<file path="src/swdt_consts.svh">
`ifndef SWDT_CONSTS_SVH
`define SWDT_CONSTS_SVH

// Clock rate and strobe window
`define SWDT_CLK_HZ         20000000
`define SWDT_TIMEOUT_MS     800
// Longest time rounds down: 800 ms at 20 MHz
`define SWDT_TIMEOUT_CYC    ((`SWDT_TIMEOUT_MS * (`SWDT_CLK_HZ / 1000)))
`define SWDT_CNT_W          24
// Command values carried by the call
`define SWDT_CMD_OFF        1'b0
`define SWDT_CMD_ON         1'b1
// Length of the system reset pulse in cycles
`define SWDT_RST_CYC        16

`endif

</file>
<file path="src/swdt_pkg.sv">
package swdt_pkg;

  // Command from the firmware call path
  typedef struct packed {
    logic valid;
    logic value;
  } swdt_cmd_t;

  // Watchdog states
  typedef enum logic [2:0] {
    SWDT_OFF   = 3'b001,
    SWDT_ARMED = 3'b010,
    SWDT_FIRE  = 3'b100
  } swdt_state_t;

endpackage

</file>
<file path="src/swdt_pulse.sv">
`timescale 1ns/1ps
`include "swdt_consts.svh"

module swdt_pulse #(
  parameter int unsigned LEN = `SWDT_RST_CYC
) (
  // Clock and reset
  input  wire logic clock_in,
  input  wire logic resetn_in,
  // Trigger and pulse
  input  wire logic start_in,
  output logic      pulse_out
);

  logic [7:0] cnt_q;

  // Stretch a one-cycle trigger into a fixed-length reset pulse
  always_ff @(posedge clock_in or negedge resetn_in) begin
    if (!resetn_in) begin
      cnt_q     <= 8'h00;
      pulse_out <= 1'b0;
    end else if (start_in) begin
      cnt_q     <= 8'(LEN - 1);
      pulse_out <= 1'b1;
    end else if (cnt_q != 8'h00) begin
      cnt_q     <= cnt_q - 8'h01;
      pulse_out <= 1'b1;
    end else begin
      pulse_out <= 1'b0;
    end
  end

endmodule

</file>
<file path="src/swdt_top.sv">
// Function
// [RQ1] Starts disabled; no reset until enabled
// [RQ2] Software strobes at most every 800 ms
// [RQ3] Enabled and 800 ms without strobe: reset
// [RQ4] Timeout reset drives whole-system hardware reset
// [RQ5] Command 1 enables and counts as strobe
// [RQ6] Command 0 disables; no reset afterwards
// [RQ7] Software disables within 800 ms of strobe
// [RQ8] Each strobe restarts interval from zero
`timescale 1ns/1ps
`include "swdt_consts.svh"

module swdt_top #(
  parameter int unsigned TIMEOUT_CYC = `SWDT_TIMEOUT_CYC,
  parameter int unsigned RST_CYC     = `SWDT_RST_CYC
) (
  // Clock and reset
  input  wire logic               clock_in,
  input  wire logic               resetn_in,
  // Firmware command, same clock domain
  input  wire swdt_pkg::swdt_cmd_t cmd_in,
  // Status and system reset
  output logic                    enabled_out,
  output logic                    sys_reset_out
);

  swdt_pkg::swdt_state_t     state_q;
  logic [`SWDT_CNT_W-1:0]    cnt_q;
  logic                      fire_q;
  logic                      pulse_w;
  logic                      resetn_meta_q;
  logic                      resetn_sync_q;

  // Reset synchroniser: asserts at once, releases after two edges
  // The reset pin is asynchronous, so its release must not race the state flops
  always_ff @(posedge clock_in or negedge resetn_in) begin
    if (!resetn_in) begin
      resetn_meta_q <= 1'b0;
      resetn_sync_q <= 1'b0;
    end else begin
      resetn_meta_q <= 1'b1;
      resetn_sync_q <= resetn_meta_q;
    end
  end

  // State: enable, disable and timeout
  // A strobe in the expiry cycle wins, so a live system is never reset
  always_ff @(posedge clock_in or negedge resetn_sync_q) begin
    if (!resetn_sync_q) begin
      state_q <= swdt_pkg::SWDT_OFF; // RQ1
    end else begin
      case (state_q)
        swdt_pkg::SWDT_OFF: begin
          if (cmd_in.valid && cmd_in.value == `SWDT_CMD_ON) begin
            state_q <= swdt_pkg::SWDT_ARMED; // RQ5
          end
        end
        swdt_pkg::SWDT_ARMED: begin
          if (cmd_in.valid && cmd_in.value == `SWDT_CMD_OFF) begin
            state_q <= swdt_pkg::SWDT_OFF; // RQ6
          end else if (!cmd_in.valid && cnt_q == `SWDT_CNT_W'(TIMEOUT_CYC - 1)) begin
            state_q <= swdt_pkg::SWDT_FIRE; // RQ3
          end
        end
        swdt_pkg::SWDT_FIRE: begin
          state_q <= swdt_pkg::SWDT_OFF; // Reset also clears the watchdog
        end
        default: begin
          state_q <= swdt_pkg::SWDT_OFF;
        end
      endcase
    end
  end

  // Interval counter, cleared by every strobe
  // Held at zero outside the armed state, so enabling starts a full window
  always_ff @(posedge clock_in or negedge resetn_sync_q) begin
    if (!resetn_sync_q) begin
      cnt_q <= '0;
    end else if (state_q != swdt_pkg::SWDT_ARMED || (cmd_in.valid && cmd_in.value == `SWDT_CMD_ON)) begin
      cnt_q <= '0; // RQ8
    end else begin
      cnt_q <= cnt_q + `SWDT_CNT_W'(1);
    end
  end

  // One-cycle timeout trigger
  always_ff @(posedge clock_in or negedge resetn_sync_q) begin
    if (!resetn_sync_q) begin
      fire_q <= 1'b0;
    end else begin
      fire_q <= (state_q == swdt_pkg::SWDT_FIRE); // RQ3
    end
  end

  // System reset stretcher
  swdt_pulse #(
    .LEN (RST_CYC)
  ) u_pulse (
    .clock_in  (clock_in),
    .resetn_in (resetn_sync_q),
    .start_in  (fire_q),
    .pulse_out (pulse_w)
  );

  // Registered outputs
  // Both outputs come from flops, so the system reset line never glitches
  always_ff @(posedge clock_in or negedge resetn_sync_q) begin
    if (!resetn_sync_q) begin
      enabled_out   <= 1'b0;
      sys_reset_out <= 1'b0;
    end else begin
      enabled_out   <= (state_q == swdt_pkg::SWDT_ARMED);
      sys_reset_out <= pulse_w; // RQ4
    end
  end

endmodule

</file>
<file path="config.mk">
export PLATFORM = sky130hd
export DESIGN_NAME = swdt_top
export DESIGN_NICKNAME = d
export VERILOG_FILES = /design/src/swdt_pkg.sv /design/src/swdt_pulse.sv /design/src/swdt_top.sv
export VERILOG_INCLUDE_DIRS = /design/src /design/src/src
export SDC_FILE = /design/constraint.sdc
export NUM_CORES = 1
export LEC_CHECK = 0
export BUFFER_PORTS_ARGS = -buffer_cell sky130_fd_sc_hd__buf_2
export CAP_MARGIN = 0
export CORE_MARGIN = 8
export CORE_UTILIZATION = 50
export CTS_CLUSTER_DIAMETER = 150
export DETAILED_ROUTE_END_ITERATION = 16
export HOLD_SLACK_MARGIN = 0.15
export PLACE_DENSITY_LB_ADDON = 0.2
export SETUP_SLACK_MARGIN = 0.2
export SYNTH_ARGS = -nofsm -noshare
export SYNTH_HDL_FRONTEND = slang
export SYNTH_SLANG_ARGS = --single-unit
</file>
<file path="constraint.sdc">
create_clock -name clock_in -period 2.5 [get_ports clock_in]
set_input_delay 0.75 -clock clock_in [delete_from_list [all_inputs] [get_ports clock_in]]
set_output_delay 0.75 -clock clock_in [all_outputs]
set_load 0.005 [all_outputs]
</file>
Word level (Yosys, flattened, before mapping)
Index checks and enable logic that the tools add are counted.

word-level totals
  register bits = 41
  word-level logic and storage cells = 36
  bits of input ports = 4

cells by class
  reduce and logical (&&, ||, !) cells = 8
  bitwise logic cells = 1
  eq/ne operators = 7
  add/subtract/negate cells = 2
  muxes and demuxes = 9

operator list
  operator                                          count
  adder 24 x 1 -> 24 bit, second input constant     1
  == test 24 bit, second input constant             1
  2-to-1 mux 24 bit                                 1
  2-to-1 mux 8 bit                                  2
  2-to-1 mux 3 bit                                  3
  nonzero test 8 bit                                1
  subtractor 8 x 1 -> 8 bit, second input constant  1
  one-hot mux 3 bit (2 select lines)                1
  == test 3 x 1 -> 1 bit, second input constant     1
  == test 3 x 2 -> 1 bit, second input constant     1
  == test 3 bit, second input constant              1
  logical AND 1 bit                                 3
  != test 3 x 2 -> 1 bit, second input constant     1
  != test 3 bit, second input constant              1
  2-to-1 mux 1 bit                                  2
  != test 2 bit, second input constant              1
  AND reduction 2 bit                               1
  nonzero test 2 bit                                1
  logical NOT 1 bit                                 1
  logical OR 1 bit                                  1
  inverter 1 bit                                    1

Depth between registers and ports, before layout
  word-level depth = 5
  mapped depth = 6

Modules after synthesis
From an unflattened synthesis, not the netlist that was laid out.

second synthesis, totals
  cells, all modules = 200
  area total of the unflattened synthesis = 2,016.9 µm²

modules (own cells, without submodules)
  module      area an instance (µm²)  times used  cells an instance  sequential area each (µm²)
  swdt_top    1,539.0                 1           153                802.0
  swdt_pulse  478.0                   1           47                 225.2

Worst setup path after synthesis
Ideal clock, no wire load.

  path type = flip-flop to flip-flop
  from = reg cnt_q[0]
  to = reg cnt_q[22]
  stages on the path, launching flop included = 6
  data arrival time = 1.658 ns
  required time = 2.422 ns
  setup slack = 0.764 ns
  clock period less this slack = 1.736 ns
  cell sequence = dfrtp_1 ha_1 and4_2 nand4_1 or4_1 a21oi_1

on the way
  longest elaborated chain between the ends = 2

ends and longest elaborated chain
  what                    RTL line        text
  from (decl)             swdt_top.sv:28  logic [`SWDT_CNT_W-1:0] cnt_q;
  from (signal assigned)  swdt_top.sv:83  cnt_q <= cnt_q + `SWDT_CNT_W'(1);
  adder 24 x 1 -> 24 bit  swdt_top.sv:83
  2-to-1 mux 24 bit       swdt_top.sv:80  end else if (state_q != swdt_pkg::SWDT_ARMED || (cmd_in.valid && cmd_in.value == `SWDT_CMD_ON)) begin

Every way passes these cells.
A chain may end at the register's enable or synchronous reset.

Final worst setup path
Ends and elaborated chain as after synthesis.

==> parameters.txt <==
Parameter                              Value

Run status
  Result of the run    finished, final reports clean

GRT
  Largest net degree at the start of global routing    23
  Overall track demand over capacity in global routing    approximately 14%
  First-pass GRT wire length    6780 um
  Number of global-route vias before repair    1537
  Initial antenna violation count    0
  Remaining global-route overflow    0

Power and ir drop
  Pint    roughly 980 uW
  Worst ir drop on vdd    358 uV
  Design Power    ~1.2 mW
  Switching power of the nets    260 uW
  Leakage power figure    0.931 nW
  Logic pwr share    between 2 and 3%
  Portion of total power attributed to sequential cells    54.8%
  Clock share of power    42.3%
  PD cells    ~570 nW/um^2
  Fraction of power spent switching nets    between 20% and 30%

Routing
  Number of nets with antenna violations after detailed routing    0
  WL per Instance    15.0 um
  DRC violations left    0
  Via-per-instance ratio    5.85
  Via Count    about 1500
  Number of DRC markers after the initial detailed-route iteration    62
  Total Routed Length    3810 um
  DR pass1 iterations    4

Logic synthesis
  Part of the Yosys area used for sequential elements    52.3%
  Mapped Nets    200
  Number of unique standard cell types used by synthesis    44
  Fraction of registers with async set/reset    between 90% and 100%
  Synth Cell Area    1960 sq um
  EDFF count, synth    0
  Cell count after synthesis    just under 200
  Syn Area/Cell    10.2 sq um
  Predominant post-synthesis flop cell    sky130_fd_sc_hd__dfrtp_1
  Count of warnings emitted by yosys    0
  Number of synthesized register bits    41

Worst setup path
  Setup slack of the most critical reg-to-reg path    580 ps
  WP data required    roughly 2700 ps
  Category of the critical setup timing path    register to register
  Maximum fanout count along the critical path    7
  CP delay by family, top    simple AND/OR/NAND/NOR gates
  Cell Chain, Critical Path    ha_1 -> and4_2 -> nand4_1 -> or4_1 -> a21oi_1
  Worst Setup End Kind    register
  CP Data Arrival Time    2140 ps
  Crit path launch type    register
  Buf+Inv Stages, Crit Path    0
  Master of the slowest instance on the critical path    sky130_fd_sc_hd__or4_1
  CP max stage delay    560 ps

Clock tree
  CTS Sinks    approximately 40
  Latest clock arrival within the worst-skew pair    300 ps
  CTS tree    done
  Clock buffers created by TritonCTS    5
  Number of buffers between clock root and the deepest sink    2
  Total of hold buffers inserted after clock tree synthesis    0
  Number of H-tree branching levels    2
  Setup repair bufs after CTS    0
  Number of cells upsized or downsized after cts    0
  Clock root cell    sky130_fd_sc_hd__clkbuf_8
  Clock-pin slew on the worst setup and hold paths    about 80 ps

Die
  Overall die area    6190 sq um
  Placement Rows    22
  I/O pins    6
  Core region area    3720 sq um
  Die Width    between 70 and 80 um
  Die Span Y    78.7 um
  Initial core utilization    a little over half

Finish
  Filler Cell Count    329
  Area Overhead vs Synth    10.4%
  # nets final    ~210
  Share of post-route cells with drive strength above 1    13.1%
  Antenna diode count    0

Placement
  Final HPWL DP    2790 um
  Number of buffer cells added on primary ports    5
  RePlAce Congestion    approximately 0.78

Timing
  Min Clock Period, post-route    1920 ps
  Setup TNS    0 ps
  Portion of the clock cycle consumed by the worst path in the final layout    76.8%
  Highest achievable clock rate    approximately 520 MHz
  Setup repair after global routing missed its margin    no
  Final Max Slew Viols    0
  Total setup violations reported at the end of the flow    0
  Final Hold Fails    0
  Layout Skew    about 14 ps

Worst hold path
  Hold Path Class    register to asynchronous set/reset pin

Flow run
  Max-cap violations    0
## flip-flops by register name, indices dropped and copies added (netlist names)
signal             cells
cnt_q                 24
u_pulse.cnt_q          8
state_q                3
enabled_out            1
fire_q                 1
resetn_meta_q          1
resetn_sync_q          1
sys_reset_out          1
u_pulse.pulse_out      1
## area by class of cell
class                      instances  area [sq um]  area share [%]
tap                               48          60.1            2.77
clock buffer                       6          72.6            3.35
clock inverter                     2          38.8            1.79
multi-input combinational        140           885            40.8
sequential                        41          1030            47.4
timing repair buffer               9          55.1            2.54
inverter                           8          30.0            1.38
## metal layers
layer / track usage, % / routed length (um) / vias to the layer above
li1: - / - / 710
met1: 15.6 / 1610 / 735
met2: 23.7 / 2010 / 38
met3: 4.10 / 162 / 4
met4: 4.63 / 27 / 0
met5: 0 / 0 / -
## power by group through the flow
stage | clock network (mW) | registers, mW | logic (mW)
6_report | 0.526 | 0.682 | 0.0354
5_1_grt | 0.572 | 0.684 | 0.0408
4_1_cts | 0.539 | 0.682 | 0.0366
3_5_place_dp | 0 | 0.696 | 0.0365
3_3_place_gp | 0 | 0.694 | 0.0341
2_1_floorplan | 0 | 0.699 | 0.0152
## cells in the mapped netlist, types with 2 or more instances
cell type                  instances  area [sq um]
sky130_fd_sc_hd__ha_1              3          37.5
sky130_fd_sc_hd__nand2_1          15          56.3
sky130_fd_sc_hd__or2_2             3          18.8
sky130_fd_sc_hd__mux2i_1           4          40.0
sky130_fd_sc_hd__xor2_1            8          70.1
sky130_fd_sc_hd__or3_2             2          15.0
sky130_fd_sc_hd__and4_1            2          17.5
sky130_fd_sc_hd__nand4b_1          2          17.5
sky130_fd_sc_hd__clkbuf_1          2          7.51
sky130_fd_sc_hd__or4_1             5          37.5
sky130_fd_sc_hd__nand3_1           6          30.0
sky130_fd_sc_hd__inv_1             8          30.0
sky130_fd_sc_hd__dfrtp_1          40          1000
sky130_fd_sc_hd__and3_1            3          18.8
sky130_fd_sc_hd__o211ai_1          2          15.0
sky130_fd_sc_hd__a21oi_1          13          65.1
sky130_fd_sc_hd__o21ai_0           6          30.0
sky130_fd_sc_hd__nor4_1            4          25.0
sky130_fd_sc_hd__nor2_1           21          78.8
sky130_fd_sc_hd__nor3_1            6          30.0
sky130_fd_sc_hd__nand4_1           5          31.3
sky130_fd_sc_hd__or3_1             3          18.8
sky130_fd_sc_hd__xnor2_1           6          52.6
sky130_fd_sc_hd__o31ai_1           4          30.0
## logic make-up after synthesis
kind of cell | Yosys count | synth area share, %
flip-flops | 41 | 52.3
adder cells (fa/ha/maj) | 3 | 1.91
XOR/XNOR | 14 | 6.24
buffers and inverters | 12 | 2.68
multiplexers | 4 | 2.04
AND/OR/NAND/NOR | 88 | 25.5
other | 1 | 0.191
AO/OA/AOI/OAI | 30 | 9.17
## worst paths after layout
kind / from / to / depth (start not counted)
min in group clock_in: resetn_meta_q / resetn_sync_q / 0
hold / removal: resetn_sync_q / cnt_q[6] / 0
max in group asynchronous: resetn_sync_q / cnt_q[22] / 1
setup / recovery: cnt_q[0] / cnt_q[22] / 5
setup reg to reg: cnt_q[0] / cnt_q[22] / 5
hold reg to reg: resetn_sync_q / cnt_q[6] / 0
## layout by cell type (no fill, tap or decap), drive strengths merged
cell and count:
and4 3, xor2 8, nand2 15, o211ai 2, nor4bb 1, nor4b 1, clkinv 1, o41ai 1
or3 6, and2 1, clkbuf 6, buf 9, or4 5, o31ai 4, conb 1, nand4b 2
o21ai 6, a21oi 13, nor3b 2, nor4 4, a2111o 1, or4b 1, nor3 6, xnor2 6
nand3 7, ha 3, bufinv 1, nand2b 1, or2 3, a31oi 1, inv 8, dfrtp 40
nand4 6, o21bai 1, dfstp 1, and3 3, mux2i 4, o22ai 1, nor2 21
## stage by stage
stage | instances | cell area, sq um | util (%) | setup slack [ps] | hold slack (ps)
after global routing | 254 | 2170 | 58.4 | 434 | 210
after detailed placement | 246 | 2060 | 55.4 | 587 | 206
after CTS | 254 | 2170 | 58.4 | 590 | 205
final | 254 | 2170 | 58.4 | 580 | 196
after floorplan | 193 | 1960 | - | 764 | 331
after global placement | 246 | 2060 | 55.4 | 688 | 202
## worst reg2reg max path, cell delays in order (launching register included)
cell                      delay (ps)
sky130_fd_sc_hd__dfrtp_1         390
sky130_fd_sc_hd__ha_1            220
sky130_fd_sc_hd__and4_2          290
sky130_fd_sc_hd__nand4_1         230
sky130_fd_sc_hd__or4_1           560
sky130_fd_sc_hd__a21oi_1         150
No activity file was read; power rests on OpenSTA's default activity.
